## src/logic/sdi_pkg.sv

```systemverilog
package sdi_pkg;

   // word widths
   localparam int WORD_W      = 10;
   localparam int NARROW_W    = 8;

   // data type select codes on the type pins
   localparam logic [1:0] TYPE_COMPONENT = 2'h0;
   localparam logic [1:0] TYPE_NTSC      = 2'h1;
   localparam logic [1:0] TYPE_PAL       = 2'h2;

   // clipping bounds inside timing reference characters
   localparam logic [9:0] CLIP_LO_MAX   = 10'h003;
   localparam logic [9:0] CLIP_LO_VAL   = 10'h000;
   localparam logic [9:0] CLIP_HI_MIN   = 10'h3FC;
   localparam logic [9:0] CLIP_HI_VAL   = 10'h3FF;
   localparam logic [7:0] NARROW_ONES   = 8'hFF;

   // position of the h bit in the xyz word (0 = start of active video)
   localparam int XYZ_H_BIT   = 6;

   // scrambler taps for x^9 + x^4 + 1
   localparam int SCR_LEN     = 9;
   localparam int SCR_TAP_A   = 8;
   localparam int SCR_TAP_B   = 3;
   localparam logic [8:0] SCR_RESET = 9'h000;

   // serial bits per parallel word
   localparam int BIT_RATIO   = 10;

   // timing
   localparam int CLK_PERIOD_NS     = 100;
   localparam int LOCK_TIME_NS      = 75000;
   localparam int LOCK_MAX_CYC      = LOCK_TIME_NS / CLK_PERIOD_NS;
   localparam int CLK_START_WAIT_NS = 30000;
   localparam int CLK_START_WAIT_CYC =
      (CLK_START_WAIT_NS + CLK_PERIOD_NS - 1) / CLK_PERIOD_NS;

   // good reference periods in a row before lock is declared
   localparam int LOCK_PERIODS = 4;

   // power-on sequencing
   typedef enum logic {
      ST_RESET,
      ST_RUN
   } por_state_t;

endpackage : sdi_pkg

```

## src/logic/sdi_serializer_encoder.sv

```systemverilog
`timescale 1ns/1ps

// How it works
// RULE1: takes 8 or 10 bit parallel words, selected by the narrow-word input.
// RULE2: 8 bit words widen to 10 bits, rule chosen by component, ntsc or pal.
// RULE3: trs detection only runs while the active-low detect enable is low.
// RULE4: detector flags trs words and active video toward the scrambler.
// RULE5: inside trs characters, values 000h to 003h become 000h.
// RULE6: inside trs characters, values 3FCh to 3FFh become 3FFh.
// RULE7: clipping happens before the word enters the scrambler.
// RULE8: stream scrambled with x^9 + x^4 + 1, then serialized.
// RULE9: scrambled bits converted to nrzi with x + 1 before the driver.
// RULE10: each 10 bit word leaves least significant bit first.
// RULE11: bit clock is ten times the word clock, locked to it.
// RULE12: lock indication rises within 75 us of the first word clock edge.
// RULE13: lock output high while locked, low otherwise.
// RULE14: while unlocked the serial driver holds a static level.
// RULE15: power-on reset clears detector, registers, counters, scrambler; output off (period_r loads CNT_MAX instead).
// RULE16: serial pair is released (not driven) during power-on reset.
// RULE17: device stays in reset until the word clock starts toggling.
// RULE18: source should wait 30 us after supply is good before clocking.
// RULE19: one input word is captured on each rising word clock edge. (The first rise, which leaves reset, captures no word.)
// RULE20: nrzi toggles on each one, holds on zero, continuous across words.
module sdi_serializer_encoder #(
   parameter int LOCK_PERIODS = sdi_pkg::LOCK_PERIODS
) (
   // clock and reset
   input  wire logic       core_clk,
   input  wire logic       rst_n,
   // parallel video side
   input  wire logic       word_clk,
   input  wire logic [9:0] word_in,
   input  wire logic       narrow_word,
   input  wire logic [1:0] data_type,
   input  wire logic       trs_detect_en_n,
   // status
   output logic            lock_detect,
   output logic            trs_found,
   output logic            video_active,
   // serial pair: true, complement, shared enable (low = driven)
   output logic            serial_out_pair_p,
   output logic            serial_out_pair_n,
   output logic            serial_out_pair_oe_n
);

   localparam int CNT_W = 4;
   localparam logic [CNT_W-1:0] PERIOD_LAST = CNT_W'(sdi_pkg::BIT_RATIO - 1);
   localparam logic [CNT_W-1:0] BITS_FULL   = CNT_W'(sdi_pkg::BIT_RATIO);
   localparam logic [CNT_W-1:0] CNT_ZERO    = 4'h0;
   localparam logic [CNT_W-1:0] CNT_ONE     = 4'h1;
   localparam logic [CNT_W-1:0] CNT_MAX     = 4'hF;
   localparam int GOOD_W = $clog2(LOCK_PERIODS + 1);
   localparam logic [GOOD_W-1:0] GOOD_TARGET = GOOD_W'(LOCK_PERIODS);
   localparam logic [GOOD_W-1:0] GOOD_ZERO   = '0;
   localparam logic [GOOD_W-1:0] GOOD_ONE    = GOOD_W'(1);

   // widen an 8 bit word by the rule of its data type
   function automatic logic [9:0] widen(input logic [7:0] d, input logic [1:0] t);
      logic [9:0] w;
      w = {d, 2'b00};
      case (t)
         sdi_pkg::TYPE_NTSC,
         sdi_pkg::TYPE_PAL: begin
            // composite sync tip carries all ones into the added bits
            if (d == sdi_pkg::NARROW_ONES) begin
               w = sdi_pkg::CLIP_HI_VAL;
            end
         end
         sdi_pkg::TYPE_COMPONENT: begin
            // component keeps 3FCh, which stays a legal preamble code
            w = {d, 2'b00};
         end
         default: begin
            w = {d, 2'b00};
         end
      endcase
      return w;
   endfunction : widen

   function automatic logic is_low(input logic [9:0] w);
      return w <= sdi_pkg::CLIP_LO_MAX;
   endfunction : is_low

   function automatic logic is_high(input logic [9:0] w);
      return w >= sdi_pkg::CLIP_HI_MIN;
   endfunction : is_high

   // force the reserved extremes to their canonical codes
   function automatic logic [9:0] clip(input logic [9:0] w);
      logic [9:0] c;
      c = w;
      if (is_low(w)) begin
         c = sdi_pkg::CLIP_LO_VAL;
      end else if (is_high(w)) begin
         c = sdi_pkg::CLIP_HI_VAL;
      end
      return c;
   endfunction : clip

   // state
   sdi_pkg::por_state_t    por_r;
   logic                   word_clk_d_r;
   logic [9:0]             win0_r;
   logic [9:0]             win1_r;
   logic [9:0]             win2_r;
   logic                   flag0_r;
   logic                   flag1_r;
   logic                   xyz_next_r;
   logic [CNT_W-1:0]       period_r;
   logic [GOOD_W-1:0]      good_r;
   logic                   lock_r;
   logic [9:0]             shift_r;
   logic [CNT_W-1:0]       bits_left_r;
   logic [8:0]             scr_r;
   logic                   nrzi_r;
   logic                   trs_found_r;
   logic                   video_active_r;
   logic                   oe_n_r;
   logic                   ser_n_r;

   // next values
   sdi_pkg::por_state_t    por_nxt;
   logic [CNT_W-1:0]       period_nxt;
   logic [GOOD_W-1:0]      good_nxt;
   logic                   lock_nxt;
   logic [9:0]             shift_nxt;
   logic [CNT_W-1:0]       bits_left_nxt;
   logic                   video_nxt;
   logic [8:0]             scr_nxt;
   logic                   nrzi_nxt;

   // decode
   wire                    running    = (por_r == sdi_pkg::ST_RUN);
   wire                    word_rise  = word_clk & ~word_clk_d_r;
   wire                    take_word  = word_rise & running;
   wire [9:0]              word_full  = narrow_word ?                      // [RULE1]
                                        widen(word_in[9:2], data_type) :  // [RULE2]
                                        word_in;
   // the word clock is sampled as data; a rise is seen at the first core clock edge that finds it high
   wire                    win2_high  = is_high(win2_r);
   wire                    win1_low   = is_low(win1_r);
   wire                    win0_low   = is_low(win0_r);
   wire                    preamble   = win2_high & win1_low & win0_low;
   wire                    trs_hit    = ~trs_detect_en_n & preamble;       // [RULE3]
   wire                    oldest_trs = trs_hit | flag1_r;
   wire                    xyz_h_bit  = win0_r[sdi_pkg::XYZ_H_BIT];
   wire                    good_seen  = (good_nxt == GOOD_TARGET);
   wire [9:0]              word_clean = oldest_trs ? clip(win2_r) : win2_r; // [RULE5] [RULE6]
   wire                    period_ok  = (period_r == PERIOD_LAST);
   wire                    shifting   = lock_r & (bits_left_r != CNT_ZERO);
   wire                    data_bit   = shift_r[0];                         // [RULE10]
   wire                    scr_bit    = data_bit ^ scr_r[sdi_pkg::SCR_TAP_A] ^
                                        scr_r[sdi_pkg::SCR_TAP_B];          // [RULE8]

   // power-on sequencing: held in reset until the word clock first rises
   always_comb begin
      por_nxt = por_r;
      case (por_r)
         sdi_pkg::ST_RESET: begin
            if (word_rise) begin
               por_nxt = sdi_pkg::ST_RUN;                                   // [RULE17]
            end
         end
         sdi_pkg::ST_RUN: begin
            por_nxt = sdi_pkg::ST_RUN;
         end
         default: begin
            por_nxt = sdi_pkg::ST_RESET;
         end
      endcase
   end

   always_ff @(posedge core_clk or negedge rst_n) begin
      if (!rst_n) begin
         por_r        <= sdi_pkg::ST_RESET;
         word_clk_d_r <= 1'b0;
      end else begin
         por_r        <= por_nxt;
         word_clk_d_r <= word_clk;
      end
   end

   // input window, three words deep so the whole preamble is seen at once
   always_ff @(posedge core_clk or negedge rst_n) begin
      if (!rst_n) begin                                                     // [RULE15]
         win0_r  <= 10'h000;
         win1_r  <= 10'h000;
         win2_r  <= 10'h000;
      end else if (take_word) begin
         win0_r  <= word_full;                                              // [RULE19]
         win1_r  <= win0_r;
         win2_r  <= win1_r;
      end
   end

   // both low words of a preamble still need clipping after the high one
   always_ff @(posedge core_clk or negedge rst_n) begin
      if (!rst_n) begin
         flag0_r <= 1'b0;
         flag1_r <= 1'b0;
      end else if (take_word) begin
         flag0_r <= trs_hit;                                                // [RULE5]
         flag1_r <= trs_hit | flag0_r;                                      // [RULE5]
      end
   end

   // video marker follows the h bit of the word after each detected preamble
   always_comb begin
      video_nxt = video_active_r;
      if (take_word & xyz_next_r) begin
         video_nxt = ~xyz_h_bit;                                            // [RULE4]
      end
   end

   always_ff @(posedge core_clk or negedge rst_n) begin
      if (!rst_n) begin
         trs_found_r <= 1'b0;
      end else begin
         trs_found_r <= take_word & trs_hit;                                // [RULE4]
      end
   end

   always_ff @(posedge core_clk or negedge rst_n) begin
      if (!rst_n) begin
         xyz_next_r <= 1'b0;
      end else if (take_word) begin
         xyz_next_r <= trs_hit;
      end
   end

   always_ff @(posedge core_clk or negedge rst_n) begin
      if (!rst_n) begin
         video_active_r <= 1'b0;
      end else begin
         video_active_r <= video_nxt;                                       // [RULE4]
      end
   end

   // reference period check stands in for the loop's phase detector
   always_comb begin
      period_nxt = period_r;
      good_nxt   = good_r;
      if (word_rise) begin
         period_nxt = CNT_ZERO;
         if (!period_ok) begin
            good_nxt = GOOD_ZERO;
         end else if (good_r != GOOD_TARGET) begin
            good_nxt = good_r + GOOD_ONE;
         end
      end else if (period_r != CNT_MAX) begin
         period_nxt = period_r + CNT_ONE;
      end
   end

   // lock follows the run of good periods; one bad period drops it at once
   always_comb begin
      lock_nxt = lock_r;
      if (running | word_rise) begin
         lock_nxt = good_seen;                                              // [RULE13]
      end
   end

   // a few periods of exactly ten bit clocks lock well inside the limit
   always_ff @(posedge core_clk or negedge rst_n) begin
      if (!rst_n) begin
         period_r <= CNT_MAX;
         good_r   <= GOOD_ZERO;
         lock_r   <= 1'b0;
      end else if (running | word_rise) begin
         period_r <= period_nxt;                                            // [RULE11]
         good_r   <= good_nxt;
         lock_r   <= lock_nxt;                                              // [RULE12] [RULE13]
      end
   end

   // serializer: clipped word loads at the word edge, then shifts lsb first
   always_comb begin
      shift_nxt     = shift_r;
      bits_left_nxt = bits_left_r;
      if (take_word) begin
         shift_nxt     = word_clean;                                        // [RULE7]
         bits_left_nxt = BITS_FULL;
      end else if (shifting) begin
         shift_nxt     = {1'b0, shift_r[9:1]};                              // [RULE10]
         bits_left_nxt = bits_left_r - CNT_ONE;
      end
   end

   // a reload wins over the last shift; that bit was already scrambled
   always_ff @(posedge core_clk or negedge rst_n) begin
      if (!rst_n) begin
         shift_r     <= 10'h000;
         bits_left_r <= CNT_ZERO;
      end else begin
         shift_r     <= shift_nxt;
         bits_left_r <= bits_left_nxt;
      end
   end

   // scrambler and nrzi only advance with a serial bit, so the pair is
   // static whenever the loop is out of lock
   always_comb begin
      scr_nxt  = scr_r;
      nrzi_nxt = nrzi_r;
      if (shifting) begin
         scr_nxt  = {scr_r[7:0], scr_bit};                                  // [RULE8]
         nrzi_nxt = nrzi_r ^ scr_bit;                                       // [RULE9] [RULE20]
      end
   end

   always_ff @(posedge core_clk or negedge rst_n) begin
      if (!rst_n) begin
         scr_r  <= sdi_pkg::SCR_RESET;                                      // [RULE15]
         nrzi_r <= 1'b0;
      end else begin
         scr_r  <= scr_nxt;
         nrzi_r <= nrzi_nxt;                                                // [RULE14]
      end
   end

   // complement leg is its own register so both legs switch together
   always_ff @(posedge core_clk or negedge rst_n) begin
      if (!rst_n) begin
         ser_n_r <= 1'b1;                                                   // [RULE16]
      end else begin
         ser_n_r <= ~nrzi_nxt;                                              // [RULE9]
      end
   end

   // output pair released until the first word clock edge
   always_ff @(posedge core_clk or negedge rst_n) begin
      if (!rst_n) begin
         oe_n_r <= 1'b1;                                                    // [RULE16]
      end else begin
         oe_n_r <= ~running;                                                // [RULE16]
      end
   end

   assign lock_detect          = lock_r;
   assign trs_found            = trs_found_r;
   assign video_active         = video_active_r;
   assign serial_out_pair_p    = nrzi_r;
   assign serial_out_pair_n    = ser_n_r;
   assign serial_out_pair_oe_n = oe_n_r;

endmodule : sdi_serializer_encoder

```

## config.mk

```make
export PLATFORM = sky130hd
export DESIGN_NAME = sdi_serializer_encoder
export DESIGN_NICKNAME = d
export VERILOG_FILES = /design/src/logic/sdi_pkg.sv /design/src/logic/sdi_serializer_encoder.sv
export SDC_FILE = /design/constraint.sdc
export NUM_CORES = 1
export LEC_CHECK = 0
export BUFFER_PORTS_ARGS = -buffer_cell sky130_fd_sc_hd__clkbuf_2
export CORE_ASPECT_RATIO = 1.2
export CORE_UTILIZATION = 25
export DETAILED_ROUTE_END_ITERATION = 8
export HOLD_SLACK_MARGIN = 0.15
export PLACE_DENSITY_LB_ADDON = 0.3
export RECOVER_POWER = 100
export SLEW_MARGIN = 20
export SYNTH_ARGS = -nofsm -noshare
export SYNTH_HDL_FRONTEND = slang
export SYNTH_SLANG_ARGS = --single-unit
```

## constraint.sdc

```tcl
create_clock -name core_clk -period 1.85 [get_ports core_clk]
set_input_delay 0.0925 -clock core_clk [delete_from_list [all_inputs] [get_ports core_clk]]
set_output_delay 0.0925 -clock core_clk [all_outputs]
set_load 0.02 [all_outputs]
```

==> metrics.md, run 1 <==
| Metric | Value |
|---|---|
| Synthesized cell area | slightly above 3000 sq um |
| Post-synth net total | between 300 and 400 |
| Clock Latency Late Sink | between 0.3 and 0.4 ns |
| Synth cell types | 40 |
| Flip-flop and latch area | between 1500 and 2000 sq um |
| Final min period | 1.748 ns |
| Post-DRT Antenna Nets | 0 |
| Largest net degree at the start of global routing | 71 |
| Final setup TNS | 0 ns |
| Fmax | ~570 MHz |
| Share of layout cells above drive strength 1 | roughly 17% |
| FP Rows | 43 |
| Ys Warns | 0 |
| Mean Syn Cell Area | about 9.8 sq um |
| First-pass GRT wire length | 10330 um |
| Post-CTS setup buffer count | 0 |
| CTS Buf Count | 9 |
| Critical path class | flip-flop to flip-flop |
| Gr usage total | roughly a tenth |
| WL per Instance | 11.41 um |
| CP Launch Type | flip-flop |
| Clk sink count | 70 |
| Worst clock skew | 0.008889 ns |
| Flops & latches, synth | 70 |
| Hold WC Path Type | input port to flip-flop |
| Die height | between 100 and 150 um |
| Asr flop ratio synth | between 90% and 100% |
| Vias/cell | around 4.3 |
| Slew HR | 36.38% |
| H-Tree Depth | 3 |
| Area of the multi-input gates | roughly 1200 sq um |
| Cell leakage power | 0.001883 uW |
| # diodes | 0 |
| RePlAce Congestion | ~0.7 |
| Ys flop type | dfrtp_1 |
| Worst endpoint required time | a little over 2 ns |
| Final HPWL DP | roughly 3800 um |
| Number of synthesized flops with an enable pin | 0 |
| Core box area | 11730 sq um |
| Fin. Hold Viols | 0 |
| # IOs | 23 |
| Worst Setup End Kind | flip-flop |
| Pwr per Cell Area | ~1100 nW/um^2 |
| Residual DRC | 0 |
| DIE WIDTH | around 100 um |
| I/O Buffers | 22 |
| Clock Pin Slew Worst Setup and Hold Paths | ~0.060 ns |
| Root buffer cell | clkbuf_16 |
| Largest cells by area after synthesis | dfrtp_1 (52%), nand2_1 (13%), dfstp_2 (5.2%), mux2_2 (3.0%), mux2i_1 (2.3%) |
| Layout Nets | 377 |
| Synthesized instance count | 310 |
| Post-Route WL | 5898 um |
| Starting DRT DRC Count | 63 |
| WP data arrival | just under 2 ns |
| RSZ-0062 raised after global routing | false |
| Die area | between 10000 and 15000 sq um |
| GRT overflow | 0 |
| Via count | approximately 2200 |
| Slew Limit Fails | 0 |
| Hold WS | around 0.46 ns |
| Filler Cells Inserted | 1255 |
| CTS tree | yes |
| Seq/Total Area, Yosys | around 58% |
| Initial core utilization | around a quarter |
| Tightest Pin Transition | approximately 0.95 ns |
| Outcome | finished clean |
| Initial antenna violation count | 0 |
| Crit-path max FO | 3 |
| Final worst path period share | 94.51% |
| Max-cap violations | 0 |
| Post-synth top area share | 52.48% |
| Peak supply drop | 0.3990 mV |
| First-pass iteration count of the detailed router | 4 |
| Final setup viols | 0 |
| Synth area leader | dfrtp_1 |
| Vias in the first global route | 2209 |
| Area Growth Syn to Fin | 26.61% |
| Bufs on Longest Clock Path | 2 |
[cell usage after synthesis, types with 2 or more instances]
cell,n
nor2_1,14
xnor2_1,6
xor2_1,2
nor3_1,2
clkbuf_1,9
ha_1,5
nor4_1,4
nand3_1,8
or4_1,4
dfstp_2,6
dfrtp_1,64
inv_1,10
a21o_1,2
mux2_2,8
nand2_2,2
o21a_1,2
buf_4,2
nor2b_1,2
a21oi_1,9
a211oi_2,2
nand2_1,105
nand4_1,4
o21ai_0,13
nand3b_1,2
nor3_2,2
mux2i_1,7
[layout by cell type (no fill, tap or decap), types with 5 or more instances in the layout]
cell           synthesis  routed
inv_1                 10      10
nand2_1              105     105
clkbuf_16              0       9
xnor2_1                6       6
o21ai_0               13      13
dfrtp_1               64      64
a21oi_1                9       9
mux2i_1                7       7
mux2_2                 8       8
nor2_1                14      14
clkbuf_1               9      12
dlygate4sd3_1          0      15
clkbuf_2               0      13
nand3_1                8       8
ha_1                   5       5
[worst max-delay path, cell delays in order, from the launching register on]
cell and delay [ns]:
dfrtp_1 0.39, or4_1 0.55, nor2_2 0.23, nand4_4 0.15, a211oi_2 0.23, nor3_2 0.06
[registers in the layout, summed over array words and instances (netlist names)]
| name | count |
|---|---|
| shift_r | 10 |
| win0_r | 10 |
| win1_r | 10 |
| win2_r | 10 |
| scr_r | 9 |
| bits_left_r | 4 |
| period_r | 4 |
| good_r | 3 |
| flag1_r | 1 |
| lock_detect | 1 |
| por_r | 1 |
| serial_out_pair_n | 1 |
| serial_out_pair_oe_n | 1 |
| serial_out_pair_p | 1 |
| trs_found | 1 |
| video_active | 1 |
| word_clk_d_r | 1 |
| xyz_next_r | 1 |
[where the power goes]
part / leakage (uW) / internal [uW] / total, uW / switching (uW)
Sequential: 0.000894 / 1750 / 1910 / 165
Combinational: 0.000841 / 209 / 447 / 238
Clock: 0.000147 / 1050 / 1710 / 658
[layer usage]
layer / routed length [um] / track usage, % / vias up / share of wire (%)
li1: - / - / 1123 / -
met1: 2828 / 13.55 / 1065 / 48
met2: 2850 / 17.00 / 34 / 48
met3: 169 / 3.618 / 5 / 2.9
met4: 48 / 2.905 / 0 / 0.81
met5: 0 / 0 / - / 0
[path summary, 6_finish.rpt]
kind                                 from        endpoint  slack, ns  depth (start not counted)
worst max-delay path            win1_r[2]      shift_r[0]       0.10                          5
worst min-delay path             word_clk    word_clk_d_r       0.46                          2
worst max register to register  win1_r[2]      shift_r[0]       0.10                          5
worst min register to register  win0_r[0]       win1_r[0]       0.47                          2
max in group asynchronous           rst_n  bits_left_r[3]       0.68                          3
min in group asynchronous           rst_n       good_r[2]       0.55                          3
[cell type report]
type                    instances  share of cell area [%]
flip-flops and latches         70                   45.53
multi-input cells             218                   31.99
repair buffers                 46                   8.679
clock buffers                  10                   5.926
well taps                     157                   5.084
clock inverters                 6                   1.813
inverters                      10                  0.9715
[cells by family (layout without fill, tap and decap cells)]
| kind of cell | after synthesis | in the layout | synth area share (%) |
|---|---|---|---|
| and+or+nand+nor | 156 | 156 | 22.67 |
| DFF | 70 | 70 | 57.65 |
| AOI/OAI and AO/OA | 34 | 34 | 7.093 |
| buffers and inverters | 22 | 72 | 2.993 |
| muxes | 15 | 15 | 5.248 |
| xor gates and xnor gates | 8 | 8 | 2.296 |
| adders and majority gates | 5 | 5 | 2.050 |
[per-stage QoR]
step,setup WS [ns],std cells,instance area (sq um),util [%],total power (uW)
6_report,0.1016,517,3864,32.94,4070
5_1_grt,0.006814,517,3864,32.94,4305
4_1_cts,0.009012,517,3861,32.92,4134
3_5_place_dp,0.01372,486,3412,29.09,2365
3_3_place_gp,0.1183,486,3412,29.09,2347
2_1_floorplan,0.1040,310,3052,-,2193
[repair_timing]
item,in CTS,in global routing
gates resized for setup,0,7
setup endpoints to repair,0,7
hold endpoints to repair,82,0
hold buffers,15,0
Note: power is estimated with default switching activity, not from simulation.
==> run 2, diff against run 1 <==
==> constraint.sdc (replaced) <==
create_clock -name core_clk -period 1.85 [get_ports core_clk]
set_input_delay 0.2775 -clock core_clk [delete_from_list [all_inputs] [get_ports core_clk]]
set_output_delay 0.2775 -clock core_clk [all_outputs]
set_load 0.02 [all_outputs]
==> run 2 against run 1 <==
Against the previous run: final area fell by 2.4%; final cell count is 1.5% lower; worst setup slack lost 0.032 ns; first-iteration DRC count is 52% higher; register-to-register slack got worse by 0.03 ns; utilization shrank 0.80 points; critical path depth up 3; sequential power is essentially flat; highest routed layer unchanged.
==> metrics.md, run 2 (synthesized netlist as in run 1, its figures left out) <==
| Metric | Value |
|---|---|
| Slew Limit Fails | 0 (unchanged) |
| Worst clock skew | 0.008270 ns (-0.0006193 ns) |
| CTS tree | yes |
| Layout Nets | 371 (-1.6%) |
| Core box area | 11730 sq um (unchanged) |
| Worst endpoint required time | 2.05 ns (about the same) |
| Pwr per Cell Area | 1052 nW/um^2 (-0.16%) |
| Area of the multi-input gates | 1211 sq um (-2.0%) |
| First-pass GRT wire length | 10030 um (-2.9%) |
| Largest net degree at the start of global routing | 58 (-18%) |
| Root buffer cell | clkbuf_16 |
| RePlAce Congestion | 0.7285 (+1.9%) |
| Share of layout cells above drive strength 1 | 18.18% (+1.5 points) |
| Vias/cell | 4.330 (+0.52%) |
| Clock power share | 41.0% (-1.0 points) |
| Setup WS post-layout | 0.06985 ns (-0.03175 ns) |
| Cell leakage power | 0.001855 uW (-1.5%) |
| GRT overflow | 0 (unchanged) |
| Slowest-stage cell, CP | dfrtp_1 |
| Switching Power | 994.8 uW (-6.2%) |
| DP Worst Slack | 0.02971 ns (+0.01599 ns) |
| FP Rows | 43 (unchanged) |
| Sequential share of power | 48.4% (+1.4 points) |
| Residual DRC | 0 (unchanged) |
| # IOs | 23 (unchanged) |
| Critical path class | flip-flop to flip-flop |
| Initial core utilization | 26.02% (unchanged) |
| Starting DRT DRC Count | 96 (+52%) |
| DIE WIDTH | 102.9 um (unchanged) |
| Finished Cell Area | 3770 sq um (-2.4%) |
| Fmax | 561.8 MHz (-1.8%) |
| Hold WC Path Type | input port to flip-flop |
| Slew HR | 49.41% (+13 points) |
| Commonest non-fill, non-tap cells in the layout | nand2_1 (105), dfrtp_1 (64), nor2_1 (14), clkbuf_2 (14), o21ai_0 (13) |
| Switching Fraction | 25.09% (-0.98 points) |
| Fin. Hold Viols | 0 (unchanged) |
| Final setup viols | 0 (unchanged) |
| Gr usage total | 10.34% (-0.25 points) |
| Worst-path cell chain | inv_1 > ha_1 > or3b_4 > nand2_2 > buf_12 > o21a_1 > nor4_1 > nor3_2 |
| Internal | 2970 uW (-1.3%) |
| Worst Setup End Kind | flip-flop |
| DP Area | 3412 sq um (unchanged) |
| Most common cell after layout, fill and taps aside | nand2_1 |
| Tightest Pin Transition | 0.7588 ns (-0.1955 ns) |
| Dpl cells | 486 (unchanged) |
| Die area | 12650 sq um (unchanged) |
| Bufs on Longest Clock Path | 2 (unchanged) |
| Post-DRT Antenna Nets | 0 (unchanged) |
| Peak supply drop | 0.4486 mV (+12%) |
| CP Launch Type | flip-flop |
| Via count | 2204 (-1.0%) |
| Post-Route WL | 5794 um (-1.8%) |
| Final min period | 1.780 ns (+0.03175 ns) |
| First-pass iteration count of the detailed router | 4 (unchanged) |
| WL per Instance | 11.38 um (-0.22%) |
| Clk sink count | 70 (unchanged) |
| # diodes | 0 (unchanged) |
| Clock Latency Late Sink | 0.33 ns (about the same) |
| Crit-path max FO | 13 (+10) |
| CTS Buf Count | 9 (unchanged) |
| Flip-flop and latch area | 1759 sq um (unchanged) |
| Die height | 123.0 um (unchanged) |
| Initial antenna violation count | 0 (unchanged) |
| Final core utilization | 32.14% (-0.80 points) |
| Filler Cells Inserted | 1280 (+2.0%) |
| Clock Pin Slew Worst Setup and Hold Paths | 0.06 ns (about the same) |
| Max-cap violations | 0 (unchanged) |
| Hold WS | 0.1599 ns (-0.2976 ns) |
| Final worst path period share | 96.22% (+1.7 points) |
| Final HPWL DP | 3897 um (+1.5%) |
| WP data arrival | 1.98 ns (+0.03 ns) |
| Area Growth Syn to Fin | 23.53% |
| H-Tree Depth | 3 (unchanged) |
| CP peak stage delay | 0.34 ns (-0.21 ns) |
| Outcome | finished clean |
| Finished Layout Cells | 509 (-1.5%) |
| I/O Buffers | 22 (unchanged) |
| Vias in the first global route | 2150 (-2.7%) |
| Combinational power share | 10.6% (-0.4 points) |
run 2: changes by cell type in the layout (fill, tap and decap cells not counted), moves of 2 or more:
| cell | previous run | this run |
|---|---|---|
| buf_4 | 2 | 8 |
| clkbuf_1 | 12 | 9 |
| clkinv_4 | 3 | 0 |
| clkinvlp_4 | 0 | 2 |
| dfstp_1 | 2 | 0 |
| dfstp_2 | 4 | 6 |
| dlygate4sd3_1 | 15 | 6 |
run 2: path summary, 6_finish.rpt:
path | end | from | slack (ns) | cells past startpoint
setup / recovery | shift_r[0] | bits_left_r[0] | 0.07 | 8
min in group asynchronous | good_r[1] | rst_n | 0.54 | 2
max in group asynchronous | flag1_r | rst_n | 0.35 | 3
hold reg to reg | win1_r[0] | win0_r[0] | 0.47 | 2
hold / removal | win0_r[5] | word_in[5] | 0.16 | 3
setup reg to reg | shift_r[0] | bits_left_r[0] | 0.07 | 8
run 2: metal layers:
layer	up-vias	share of wire (%)	track usage [%]	wire, um
li1	1109	-	-	-
met3	6	3.8	3.279	220
met4	0	1.1	4.049	64
met5	-	0	0	0
met2	37	48	16.08	2774
met1	1052	47	13.33	2734
run 2: timing repair:
action,CTS,global route
endpoints found under the setup margin,0,8
setup buffers,0,3
resized for setup,0,4
hold buffers,6,0
hold endpoints to repair,18,0
run 2: power groups by stage:
stage          logic [uW]  registers, uW  clock network (uW)
3_5_place_dp          421           1940                   0
5_1_grt               497           1950                1750
3_3_place_gp          412           1940                   0
4_1_cts               433           1920                1680
6_report              419           1920                1630
2_1_floorplan         300           1890                   0
run 2: stage by stage:
stage          total power [uW]  setup TNS, ns
5_1_grt                    4196      -0.003670
4_1_cts                    4030              0
2_1_floorplan              2193              0
3_5_place_dp               2365              0
6_report                   3964              0
3_3_place_gp               2348              0
run 2: worst max-delay path, delay by kind of cell, from the launching register on:
family | cells | cell delay [ns]
and+or+nand+nor | 4 | 0.67
AOI/OAI and AO/OA | 1 | 0.19
buffers and inverters | 2 | 0.24
adders and majority gates | 1 | 0.21
DFF | 1 | 0.34
run 2: final cells by class:
type,instances,area share (%)
Sequential cell,70,46.66
Multi-Input combinational cell,218,32.13
Timing Repair Buffer,40,7.600
Clock buffer,10,6.074
Tap cell,157,5.211
Clock inverter,4,1.328
Inverter,10,0.9957
